$ cat src/inc/spi_ctrl_defines.svh
// Purpose: Offsets, bit positions, reset values and counts of the SPI control block
// Assumes: Included by bare name from the design files
// Notes:   Definitions only
`ifndef SPI_CTRL_DEFINES_SVH
`define SPI_CTRL_DEFINES_SVH
// Register byte offsets on the AHB-Lite slave
`define OFS_PRIMARY      8'h00
`define OFS_SECONDARY    8'h04
`define OFS_STATUS       8'h08
`define OFS_DATA         8'h0C
`define OFS_BAUD         8'h10
// Primary control fields
`define B_RX_FAULT_IE    7
`define B_SYS_EN         6
`define B_TX_EMPTY_IE    5
`define B_MASTER         4
`define B_POLARITY       3
`define B_PHASE          2
`define B_SEL_OUT_EN     1
`define B_LSB_FIRST      0
// Secondary control fields
`define B_FAULT_DET_EN   4
`define B_SHARED_OE      3
`define B_WAIT_STOP      1
`define B_SINGLE_WIRE    0
`define SECONDARY_MASK   8'h1B
// Status fields
`define B_RX_FULL        7
`define B_TX_EMPTY       5
`define B_MODE_FAULT     4
// Reset values
`define PRIMARY_RST      8'h00
`define SECONDARY_RST    8'h00
`define BAUD_RST         8'h03
`define PIN_IN_RST       4'h8
// Serial clock edges in one byte
`define XFER_EDGES       5'h10
// Synchronised pin positions
`define PIN_SCK          0
`define PIN_MOSI         1
`define PIN_MISO         2
`define PIN_SS           3
`endif

$ cat src/inc/spi_ctrl_pkg.sv
// Purpose: Types shared by the SPI control block
// Assumes: Nothing beyond the defines header
// Notes:   State of each module is one packed struct
package spi_ctrl_pkg;
    typedef enum logic {ST_IDLE, ST_XFER} xfer_state_e;

    typedef struct packed {
        logic [7:0]  c1;
        logic [7:0]  c2;
        logic [7:0]  baud;
        logic [7:0]  txbuf;
        logic [7:0]  rxbuf;
        logic [7:0]  shreg;
        logic [7:0]  div_cnt;
        logic [4:0]  edge_cnt;
        logic        tx_full;
        logic        rx_full;
        logic        mode_fault_flag;
        logic        dout;
        logic        sclk_lvl;
        logic        sck_prev;
        logic        ss_prev;
        xfer_state_e state;
        logic        a_sel;
        logic        a_write;
        logic        rd_pend;
        logic [7:0]  a_addr;
        logic [31:0] hrdata;
        logic        hreadyout;
        logic        irq;
        logic [3:0]  pin_o;
        logic [3:0]  pin_oe;
    } ctrl_state_s;

    typedef struct packed {
        logic [3:0] s1;
        logic [3:0] s2;
        logic [3:0] s3;
        logic [3:0] q;
    } sync_state_s;
endpackage

$ cat src/hw/spi_ctrl.sv
// Purpose: SPI control and configuration with a small byte engine behind AHB-Lite
// Assumes: 125 MHz hclk; serial pins asynchronous and synchronised here
// Notes:   Pin order {ss, miso, mosi, sck}; output enable high while driving
// Functional notes
// Receive-full or mode-fault raises the interrupt while the receive/fault enable is set.
// Clearing enable aborts transfer, empties buffers, idles engine, sets transmit-empty.
// Transmit-empty raises the interrupt while the transmit enable is set.
// Master select zero makes a slave, one makes a master.
// Polarity bit inverts serial clock; zero idles low, one idles high.
// Phase zero puts first edge mid bit; phase one at bit start.
// Bit order zero shifts MSB first, one shifts LSB first.
// Master without fault detect releases the select pin.
// Master with fault detect: select is fault input or automatic output.
// In slave mode the select pin is always the active-low input.
// Software must not disable and change phase in one write.
// Unimplemented secondary control bits 7, 6, 5 and 2 read zero.
// In single-wire mode the shared output enable drives or releases the pin.
// With separate pins the shared output enable has no effect.
// Wait-stop bit freezes the engine while the processor waits.
// Single-wire mode uses one shared pin, chosen by master or slave.
// While disabled all four serial pins are released.
// Moving a byte into the shifter sets transmit-empty.
// The interrupt output ORs all enabled conditions.
`include "spi_ctrl_defines.svh"
module spi_ctrl
    import spi_ctrl_pkg::*;
(
    // Clock and reset
    input  wire logic        hclk,
    input  wire logic        hresetn,
    // AHB-Lite slave
    input  wire logic        hsel,
    input  wire logic [31:0] haddr,
    input  wire logic [1:0]  htrans,
    input  wire logic        hwrite,
    input  wire logic [2:0]  hsize,
    input  wire logic [31:0] hwdata,
    input  wire logic        hready,
    output logic             hreadyout,
    output logic [31:0]      hrdata,
    output logic             hresp,
    // Serial pins {ss, miso, mosi, sck}
    input  wire logic [3:0]  pin_in,
    output logic [3:0]       pin_out,
    output logic [3:0]       pin_oe,
    // System
    input  wire logic        cpu_wait_mode,
    output logic             irq
);
    ctrl_state_s st_ff;
    ctrl_state_s nxt_st;
    logic [3:0]  pin_q;
    logic        en;
    logic        mst;
    logic        phase;
    logic        single;
    logic        frozen;
    logic        din;
    logic        fault;
    logic        acc;

    localparam ctrl_state_s ST_RST = '{c1: `PRIMARY_RST, c2: `SECONDARY_RST,
        baud: `BAUD_RST, state: ST_IDLE, hreadyout: 1'h1, sck_prev: 1'h0,
        ss_prev: 1'h1, default: '0};

    // Outgoing bit of the shifter for the chosen order
    function automatic logic out_bit(input logic [7:0] sh, input logic lsb);
        return lsb ? sh[0] : sh[7];
    endfunction

    // Shift one received bit in from the far end
    function automatic logic [7:0] shift_in(input logic [7:0] sh, input logic lsb,
                                            input logic d);
        return lsb ? {d, sh[7:1]} : {sh[6:0], d};
    endfunction

    spi_pin_sync u_sync (
        .hclk    (hclk),
        .hresetn (hresetn),
        .pin_raw (pin_in),
        .pin_q   (pin_q)
    );

    // Decoded control bits
    assign en     = st_ff.c1[`B_SYS_EN];
    assign mst    = st_ff.c1[`B_MASTER];
    assign phase  = st_ff.c1[`B_PHASE];
    assign single = st_ff.c2[`B_SINGLE_WIRE];
    assign frozen = st_ff.c2[`B_WAIT_STOP] & cpu_wait_mode;
    // Data input pin by role and pin mode
    assign din    = (mst ^ single) ? pin_q[`PIN_MISO] : pin_q[`PIN_MOSI];
    // Select low while a master watches it for faults
    assign fault  = en & mst & st_ff.c2[`B_FAULT_DET_EN] & ~st_ff.c1[`B_SEL_OUT_EN]
                  & ~pin_q[`PIN_SS];
    assign acc    = hsel & htrans[1] & hready;

    // Next state: bus, engine, fault, disable, then pins and interrupt
    always_comb begin
        logic       edge_ev;
        logic       load;
        logic [4:0] k;
        edge_ev = 1'h0;
        load    = 1'h0;
        k       = '0;
        nxt_st  = st_ff;
        // Address phase; reads take one wait state so data leaves a flop
        nxt_st.a_sel     = acc;
        nxt_st.a_write   = hwrite;
        nxt_st.a_addr    = haddr[7:0];
        nxt_st.rd_pend   = acc & ~hwrite;
        nxt_st.hreadyout = ~(acc & ~hwrite);
        nxt_st.sck_prev  = pin_q[`PIN_SCK];
        nxt_st.ss_prev   = pin_q[`PIN_SS];
        // Data phase write; unmapped offsets are ignored
        if (st_ff.a_sel && st_ff.a_write) begin
            case (st_ff.a_addr)
                `OFS_PRIMARY: begin
                    nxt_st.c1 = hwdata[7:0];
                end
                `OFS_SECONDARY: begin
                    nxt_st.c2 = hwdata[7:0] & `SECONDARY_MASK;
                end
                `OFS_STATUS: begin
                    if (hwdata[`B_MODE_FAULT]) begin
                        nxt_st.mode_fault_flag = 1'h0;
                    end
                end
                `OFS_DATA: begin
                    if (!st_ff.tx_full && en) begin
                        nxt_st.txbuf   = hwdata[7:0];
                        nxt_st.tx_full = 1'h1;
                    end
                end
                `OFS_BAUD: begin
                    nxt_st.baud = hwdata[7:0];
                end
                default: begin
                end
            endcase
        end
        // Read data; unmapped offsets read zero
        if (st_ff.rd_pend) begin
            case (st_ff.a_addr)
                `OFS_PRIMARY:   nxt_st.hrdata = {24'h0, st_ff.c1};
                `OFS_SECONDARY: nxt_st.hrdata = {24'h0, st_ff.c2 & `SECONDARY_MASK};
                `OFS_STATUS:    nxt_st.hrdata = {24'h0, st_ff.rx_full, 1'h0, ~st_ff.tx_full,
                                                 st_ff.mode_fault_flag, 4'h0};
                `OFS_DATA: begin
                    nxt_st.hrdata  = {24'h0, st_ff.rxbuf};
                    nxt_st.rx_full = 1'h0;
                end
                `OFS_BAUD:      nxt_st.hrdata = {24'h0, st_ff.baud};
                default:        nxt_st.hrdata = '0;
            endcase
        end
        // Engine; wait-stop holds every counter where it is
        if (en && !frozen) begin
            if (mst) begin
                if (st_ff.state == ST_IDLE) begin
                    if (st_ff.tx_full && !fault) begin
                        load            = 1'h1;
                        nxt_st.state    = ST_XFER;
                        nxt_st.edge_cnt = '0;
                        // Phase one clocks right away, phase zero waits half a bit
                        nxt_st.div_cnt  = phase ? 8'h00 : st_ff.baud;
                    end
                end else if (st_ff.div_cnt == 8'h00) begin
                    nxt_st.div_cnt  = st_ff.baud;
                    nxt_st.sclk_lvl = ~st_ff.sclk_lvl;
                    edge_ev         = 1'h1;
                end else begin
                    nxt_st.div_cnt = st_ff.div_cnt - 8'h01;
                end
            end else if (!pin_q[`PIN_SS]) begin
                if (st_ff.ss_prev) begin
                    load            = 1'h1;
                    nxt_st.edge_cnt = '0;
                end else if (pin_q[`PIN_SCK] != st_ff.sck_prev) begin
                    edge_ev = 1'h1;
                end
            end else begin
                nxt_st.edge_cnt = '0;
            end
        end
        // Odd edges sample for phase zero, even edges for phase one
        if (edge_ev) begin
            k               = st_ff.edge_cnt + 5'h01;
            nxt_st.edge_cnt = k;
            if (k[0] ^ phase) begin
                nxt_st.shreg = shift_in(st_ff.shreg, st_ff.c1[`B_LSB_FIRST], din);
            end else begin
                nxt_st.dout = out_bit(st_ff.shreg, st_ff.c1[`B_LSB_FIRST]);
            end
            if (k == `XFER_EDGES) begin
                nxt_st.rxbuf    = nxt_st.shreg;
                nxt_st.rx_full  = 1'h1;
                nxt_st.edge_cnt = '0;
                nxt_st.state    = ST_IDLE;
                load            = ~mst;
            end
        end
        // Buffer to shifter move frees the transmit buffer
        if (load && st_ff.tx_full) begin
            nxt_st.shreg   = st_ff.txbuf;
            nxt_st.tx_full = 1'h0;
            nxt_st.dout    = out_bit(st_ff.txbuf, st_ff.c1[`B_LSB_FIRST]);
        end
        // Fault wins over a same-cycle clear and drops the master role
        if (fault) begin
            nxt_st.mode_fault_flag                = 1'h1;
            nxt_st.c1[`B_MASTER]       = 1'h0;
            nxt_st.state               = ST_IDLE;
            nxt_st.sclk_lvl            = 1'h0;
            nxt_st.edge_cnt            = '0;
        end
        // Disabled: everything back to its idle form
        if (!nxt_st.c1[`B_SYS_EN]) begin
            nxt_st.state    = ST_IDLE;
            nxt_st.tx_full  = 1'h0;
            nxt_st.rx_full  = 1'h0;
            nxt_st.edge_cnt = '0;
            nxt_st.div_cnt  = '0;
            nxt_st.sclk_lvl = 1'h0;
        end
        // Pin drive from the next state so pins leave flops
        nxt_st.pin_oe = '0;
        nxt_st.pin_o  = '0;
        if (nxt_st.c1[`B_SYS_EN]) begin
            if (nxt_st.c1[`B_MASTER]) begin
                nxt_st.pin_oe[`PIN_SCK]  = 1'h1;
                nxt_st.pin_o[`PIN_SCK]   = nxt_st.c1[`B_POLARITY] ^ nxt_st.sclk_lvl;
                nxt_st.pin_oe[`PIN_MOSI] = ~nxt_st.c2[`B_SINGLE_WIRE]
                                         | nxt_st.c2[`B_SHARED_OE];
                // Automatic select only with fault detect and output enable
                nxt_st.pin_oe[`PIN_SS]   = nxt_st.c2[`B_FAULT_DET_EN]
                                         & nxt_st.c1[`B_SEL_OUT_EN];
                // Select rises a cycle after the last edge so the far end still sees it
                nxt_st.pin_o[`PIN_SS]    = (nxt_st.state != ST_XFER)
                                         && (st_ff.state != ST_XFER);
            end else if (nxt_st.c2[`B_SINGLE_WIRE]) begin
                nxt_st.pin_oe[`PIN_MISO] = nxt_st.c2[`B_SHARED_OE];
            end else begin
                // Separate pins: a slave drives only while selected
                nxt_st.pin_oe[`PIN_MISO] = ~pin_q[`PIN_SS];
            end
        end
        nxt_st.pin_o[`PIN_MOSI] = nxt_st.dout;
        nxt_st.pin_o[`PIN_MISO] = nxt_st.dout;
        nxt_st.irq = (nxt_st.c1[`B_RX_FAULT_IE] & (nxt_st.rx_full | nxt_st.mode_fault_flag))
                   | (nxt_st.c1[`B_TX_EMPTY_IE] & ~nxt_st.tx_full);
    end

    // Single state register
    always_ff @(posedge hclk or negedge hresetn) begin
        if (!hresetn) begin
            st_ff <= ST_RST;
        end else begin
            st_ff <= nxt_st;
        end
    end

    assign hreadyout = st_ff.hreadyout;
    assign hrdata    = st_ff.hrdata;
    assign hresp     = 1'h0; // Always OKAY
    assign pin_out   = st_ff.pin_o;
    assign pin_oe    = st_ff.pin_oe;
    assign irq       = st_ff.irq;
endmodule

$ cat src/hw/spi_pin_sync.sv
// Purpose: Three-stage synchroniser for the four serial pin inputs
// Assumes: Pins are asynchronous to hclk
// Notes:   Output follows only when stages two and three agree
`include "spi_ctrl_defines.svh"
module spi_pin_sync
    import spi_ctrl_pkg::*;
(
    // Clock and reset
    input  wire logic       hclk,
    input  wire logic       hresetn,
    // Pins and filtered levels
    input  wire logic [3:0] pin_raw,
    output logic [3:0]      pin_q
);
    sync_state_s st_ff;
    sync_state_s nxt_st;

    // Stage one feeds stage two only; the agreement check ignores it
    always_comb begin
        nxt_st    = st_ff;
        nxt_st.s1 = pin_raw;
        nxt_st.s2 = st_ff.s1;
        nxt_st.s3 = st_ff.s2;
        nxt_st.q  = (st_ff.s3 & ~(st_ff.s2 ^ st_ff.s3)) | (st_ff.q & (st_ff.s2 ^ st_ff.s3));
    end

    // Slave select resets high so no select is seen out of reset
    always_ff @(posedge hclk or negedge hresetn) begin
        if (!hresetn) begin
            st_ff <= '{s1: `PIN_IN_RST, s2: `PIN_IN_RST, s3: `PIN_IN_RST, q: `PIN_IN_RST};
        end else begin
            st_ff <= nxt_st;
        end
    end

    assign pin_q = st_ff.q;
endmodule

$ cat config.mk
export PLATFORM = sky130hd
export DESIGN_NAME = spi_ctrl
export DESIGN_NICKNAME = d
export VERILOG_FILES = /design/src/inc/spi_ctrl_pkg.sv /design/src/hw/spi_ctrl.sv /design/src/hw/spi_pin_sync.sv
export VERILOG_INCLUDE_DIRS = /design/src /design/src/inc
export SDC_FILE = /design/constraint.sdc
export NUM_CORES = 1
export LEC_CHECK = 0
export BUFFER_PORTS_ARGS = -buffer_cell sky130_fd_sc_hd__buf_2
export CAP_MARGIN = 30
export CORE_ASPECT_RATIO = 0.9
export CORE_MARGIN = 4
export CORE_UTILIZATION = 30
export DETAILED_ROUTE_END_ITERATION = 16
export PLACE_DENSITY = 0.53
export SYNTH_ARGS = -nofsm -noshare
export SYNTH_HDL_FRONTEND = slang
export SYNTH_SLANG_ARGS = --single-unit
$ cat constraint.sdc
create_clock -name hclk -period 5.2 [get_ports hclk]
set_clock_uncertainty 0.1 [all_clocks]
set_input_delay 0.78 -clock hclk [delete_from_list [all_inputs] [get_ports hclk]]
set_output_delay 0.78 -clock hclk [all_outputs]
set_load 0.1 [all_outputs]
* Word level (Yosys, flattened, before mapping)
Index checks and enable logic that the tools add are counted.
** Storage, ports and cells
- Flip-flop bits (word level) :: 134
- Bits in latches :: 0
- RAM bits :: 0
- Memory bits (read-only) :: 0
- Output and inout bits :: 43
- Logic and storage cells :: 177
- Memories kept :: 0
** Operators by class
- Add/sub/neg operators :: 2
- $mul :: 0
- Div/mod/pow operators :: 0
- Order comparisons :: 0
- Equality and inequality tests :: 13
- Shift operators :: 0
- Mux-type cells :: 79
- Bitwise operators :: 33
- Reductions and logical operators :: 19
** Operator list (count)
- 2-to-1 mux 8 bit :: 12
- 2-to-1 mux 1 bit :: 51
- 2-to-1 mux 5 bit :: 9
- case mux 8 bit (5 select lines) :: 1
- 2-to-1 mux 32 bit :: 1
- 2-to-1 mux 13 bit :: 2
- == test 8 x 4 -> 1 bit (second input constant) :: 2
- zero test 8 bit :: 2
- 2-to-1 mux 15 bit :: 1
- bitwise AND 1 bit :: 11
- inverter 1 bit :: 11
- bitwise AND 4 bit :: 2
- == test 8 x 3 -> 1 bit (second input constant) :: 1
- == test 8 x 5 -> 1 bit (second input constant) :: 1
- AND reduction 2 bit :: 4
- subtractor 8 x 1 -> 8 bit (second input constant) :: 1
- logical AND 1 bit :: 6
- != test 6 x 3 -> 1 bit (second input constant) :: 1
- AND reduction 3 bit :: 2
- adder 5 x 1 -> 5 bit (second input constant) :: 1
- == test 5 bit (second input constant) :: 1
- != test 5 x 2 -> 1 bit (second input constant) :: 1
- != test 5 x 3 -> 1 bit (second input constant) :: 1
- 2-to-1 mux 2 bit :: 2
- other kinds (13) :: 19

* Longest topological paths before layout
- Depth after elaboration :: 18
- Gate-level depth with buffers :: 8

* Hierarchy
Synthesis repeated with hierarchy kept, for this count alone.
** Second synthesis, totals
- Cells, all modules :: 491
- Area total of the unflattened synthesis :: 5312.6 um^2
** Modules (own cells, without submodules)
- spi_ctrl :: times used 1, cells an instance 467, area each 4832.1 um^2, seq. area each 2307.2 um^2
- spi_pin_sync :: times used 1, cells an instance 24, area each 480.5 um^2, seq. area each 405.4 um^2

* Worst setup path before layout
OpenSTA, ideal clock, no wires.
- Kind :: register to register
- Start point :: register st_ff[66] (netlist bit)
- End point :: register st_ff[74] (netlist bit)
- Arrival time :: 2.111 ns
- Required time :: 4.975 ns
- Path slack :: 2.864 ns
- Cell stages (with the launch flop) :: 9
- Period minus slack after synthesis :: 2.336 ns
- Cell sequence :: dfrtp_1 -> inv_1 -> ha_1 -> nor4b_4 -> nand4_4 -> nand2_1 -> buf_2 -> mux2_2 -> mux2_4
** Between the ends
- Longest elaborated chain between the ends :: 8
- Elaborated cells between the ends (all ways) :: 9
** Ends and longest elaborated chain
- start, declared :: RTL line spi_ctrl.sv:50 : ctrl_state_s st_ff;
- start signal, assigned :: RTL line spi_ctrl.sv:258 : st_ff <= nxt_st;
- zero test 8 bit (*) :: RTL line spi_ctrl.sv:167 : end else if (st_ff.div_cnt == 8'h00) begin
- 2-to-1 mux 1 bit (*) :: RTL line spi_ctrl.sv:167
- 2-to-1 mux 1 bit (*) :: RTL line spi_ctrl.sv:159 : if (st_ff.state == ST_IDLE) begin
- 2-to-1 mux 1 bit (*) :: RTL line spi_ctrl.sv:158 : if (mst) begin
- 2-to-1 mux 1 bit (*) :: RTL line spi_ctrl.sv:157 : if (en && !frozen) begin
- 2-to-1 mux 1 bit :: RTL line spi_ctrl.sv:186 : if (edge_ev) begin
- logical AND 1 bit :: RTL line spi_ctrl.sv:203 : if (load && st_ff.tx_full) begin
- 2-to-1 mux 8 bit / nonzero test 2 bit (equally long branches)
Every way passes the cells marked *; elsewhere a longest branch is shown, timed or not.
A chain may end at the register's enable or synchronous reset.

* Worst setup path in the final report
- Start point :: register st_ff[66] (netlist bit)
- End point :: register st_ff[83] (netlist bit)
** Between the ends
- Longest elaborated chain between the ends :: 6
** Ends and longest elaborated chain (RTL line)
- zero test 8 bit :: spi_ctrl.sv:167
- 2-to-1 mux 1 bit :: spi_ctrl.sv:167
- 2-to-1 mux 1 bit :: spi_ctrl.sv:159
- 2-to-1 mux 1 bit :: spi_ctrl.sv:158
- 2-to-1 mux 1 bit :: spi_ctrl.sv:157
- AND reduction 2 bit (no line)
No other way between the ends.

==> reports/metrics.yaml <==
routing:
  routed_wl_um: 12810
  wl_per_cell_um: 17.36
  antenna_left: 0
  firstDrtPassIters: 5
  drc: 0
  vias: 3688
  viasPerCell: 4.997
  dr.first_iter.drc_count: 228
placement:
  dp_hpwl_um: 9568
  portBuffers: 44
  gp_congestion: 0.8238
  placed_area_mm2: 0.005653
timing:
  drv_slew: 0
  fin_setup_tns_ns: 0
  finalCritPeriodShare: 0.5561
  min_period_ns: 2.892
  setup_violations: 0
  tightest_slew_ns: 0.9225
  fmax_mhz: 345.8
  hold_viol_final: 0
  rsz0062_at_grt: "no"
  max-slew-margin-rel: 0.3829
floorplan:
  ios: 122
  fp.dieH_um: 135.4
  row_count: 46
  coreArea_mm2: 0.01767
  initial_core_util: 0.3061
  die_w_um: 149.5
  die_area_mm2: 0.02025
clock_tree:
  cts_buffer_depth: 2
  post_cts_buffers: 0
  ctsHoldBuffers: 0
  cts_root_buffer: "clkbuf_16"
  cts_tree: "done"
  cts_resized: 0
  h-tree-depth: 3
  cts_buffers: 9
  clk_latency_ns: 0.35
  path_clk_slew_ns: 0.07
  clock_sinks: 108
finish:
  fin_nets: 574
  multi_input_area_mm2: 0.002350
  layout-area-overhead-vs-synth_pct: 10.46
  nFillCells: 1792
  regArea_mm2: 0.002713
  stdcell_area_mm2: 0.005974
  drive_gt1_frac: 0.2711
  n_antenna_cell: 0
logic_synthesis:
  yosys.area_share.simple: 0.1286
  yosys_warnings: 0
  synth_xor_area_frac: 0.01133
  synthCells: 468
  synth_edf_count: 0
  synth_top_family_by_area: "multiplexers"
  yosysSeqAreaShare: 0.5015
  syn_area_per_cell_um2: 11.56
  synth_adder_area_share: 0.01203
  ys.flop_type: "dfrtp_1"
  ys_types: 74
  synthMuxAreaShare: 0.1497
  synth_compound_area_frac: 0.1154
  synthArstFlopShare: 1.000
  ys_seq_elements: 108
  synthesis.area_mm2: 0.005409
critical_path:
  path_cells: "inv_1, ha_1, nor4b_4, nand4_4, nand2_1, nand2_1, mux2_2"
  crit_slowest_cell: "nor4b_4"
  end_kind: "flip-flop"
  path_common_cell: "nand2_1"
  crit_arrival_ns: 3.03
  crit_path_max_fanout: 12
  startpoint_type: "flip-flop"
  regToRegSetupSlack_ns: 2.31
  critPathMaxStageDelay_ns: 0.47
  critical_path_class: "reg -> reg"
  cp.required_ns: 5.34
grt:
  grt.overflow.total: 0
  gr-usage-all-layers: 0.1307
  grt_max_degree: 74
  grt_pass1_wl_um: 20470
  grt_antenna_before_repair: 0
  grt_pass1_vias: 3651
power_and_ir_drop:
  power_per_cell_area_mw_per_mm2: 391.6
  ir_drop_uv: 195.5
  p_leak_nw: 2.695
run:
  drv_cap: 0
status:
  status: "finished, final reports clean"
worst_hold_path:
  hp-class: "reg -> reg"
==> metrics by stage <==
| step | util | std cells | worst slack (ns) | power (W) | hold WS, ns |
|---|---|---|---|---|---|
| floorplan | - | 492 | 2.864 | 0.001575 | 0.2312 |
| global placement | 0.3199 | 721 | 2.304 | 0.001657 | 0.2316 |
| detailed placement | 0.3199 | 721 | 2.318 | 0.001671 | 0.2385 |
| CTS | 0.3366 | 737 | 2.278 | 0.002360 | 0.2559 |
| global route | 0.3381 | 738 | 2.051 | 0.002458 | 0.2618 |
| finish | 0.3381 | 738 | 2.308 | 0.002339 | 0.2530 |
==> cells by family (layout without fill, tap and decap cells) <==
kind of cell    after synthesis  in the layout
simple gates                117            117
flops                       108            108
other cells                   1             25
compound gates               87             87
fa+ha+maj                     6              6
xor+xnor                      7              7
mux                          70             70
buf+inv                      72             78
==> state kept, by name, indices dropped and copies added, names as in the netlist, named ones only <==
register       flops
st_ff             71
mst                1
hreadyout          1
u_sync.nxt_st      8
phase              1
u_sync.st_ff       4
hrdata             8
single             1
irq                1
en                 1
pin_oe             4
pin_out            3
==> Yosys cell counts (3+ instances only) <==
master | n | area share
and3_1 | 3 | 0.0035
nand4_1 | 3 | 0.0035
nand3_1 | 7 | 0.0065
a22oi_1 | 6 | 0.0083
nand2b_1 | 6 | 0.0069
clkbuf_1 | 9 | 0.0062
inv_1 | 16 | 0.011
maj3_1 | 4 | 0.0074
mux2i_1 | 16 | 0.030
o21ai_0 | 17 | 0.016
a311oi_1 | 4 | 0.0065
a22o_1 | 4 | 0.0065
nor3_1 | 7 | 0.0065
dfrtp_1 | 100 | 0.46
nand2_1 | 30 | 0.021
and2_1 | 7 | 0.0081
buf_2 | 4 | 0.0037
mux2_2 | 43 | 0.090
a221oi_1 | 3 | 0.0049
a21o_1 | 3 | 0.0042
o22ai_1 | 4 | 0.0046
nand3b_1 | 3 | 0.0042
a21oi_1 | 20 | 0.019
xnor2_1 | 3 | 0.0049
xor2_1 | 4 | 0.0065
dfstp_2 | 8 | 0.039
nor2_1 | 22 | 0.015
mux2_4 | 8 | 0.022
o211ai_1 | 4 | 0.0056
buf_4 | 43 | 0.060
==> cells in the final DEF (no fill, tap or decap), types with 7 or more instances in the layout <==
master	instances
mux2i_1	16
o21ai_0	17
mux2_4	8
nand2_1	30
dfstp_2	8
buf_2	43
conb_1	25
nand3_1	7
mux2_2	43
a21oi_1	20
dfrtp_1	100
clkbuf_16	9
and2_1	7
nor3_1	7
nor2_1	22
inv_1	16
==> cell type report <==
| type | instances | area share |
|---|---|---|
| clock buffers | 11 | 0.04230 |
| clock inverters | 5 | 0.006911 |
| inverters | 16 | 0.01005 |
| repair buffers | 46 | 0.04314 |
| flip-flops and latches | 108 | 0.4540 |
| multi-input cells | 312 | 0.3933 |
| well taps | 240 | 0.05026 |
==> final timing paths <==
| path | start | end | cells after the start |
|---|---|---|---|
| min | u_sync.nxt_st[10]$_DFF_PN0_ | u_sync.nxt_st[6]$_DFF_PN0_ | 0 |
| min in group asynchronous | hresetn | u_sync.nxt_st[10]$_DFF_PN0_ | 2 |
| min reg2reg | u_sync.nxt_st[10]$_DFF_PN0_ | u_sync.nxt_st[6]$_DFF_PN0_ | 0 |
| max in group asynchronous | hresetn | st_ff[80]$_DFFE_PN0P_ | 3 |
| max reg2reg | st_ff[66]$_DFFE_PN0P_ | st_ff[83]$_DFFE_PN0P_ | 7 |
| max | st_ff[66]$_DFFE_PN0P_ | st_ff[83]$_DFFE_PN0P_ | 7 |
==> critical path, delay by kind of cell, from the launching register on <==
family | cells | cell delay (ns)
AND/OR/NAND/NOR | 4 | 1.56
buffers and inverters | 1 | 0.08
adder cells (fa/ha/maj) | 1 | 0.21
multiplexers | 1 | 0.39
flip-flops | 1 | 0.43
==> routing by layer <==
metal,global-route usage,vias to the layer above,share of wire
met5,0,-,0
met4,0.03457,0,0.014
met3,0.03379,17,0.075
met2,0.1809,157,0.41
met1,0.2011,1824,0.50
li1,-,1690,-
==> power by group <==
part / switching, W / internal (W) / leakage [nW]
sequential: 0.000118 / 0.000932 / 1.34
combinational: 0.000430 / 0.000181 / 1.21
clock: 0.000323 / 0.000356 / 0.139
No activity file was read; power rests on OpenSTA's default activity.
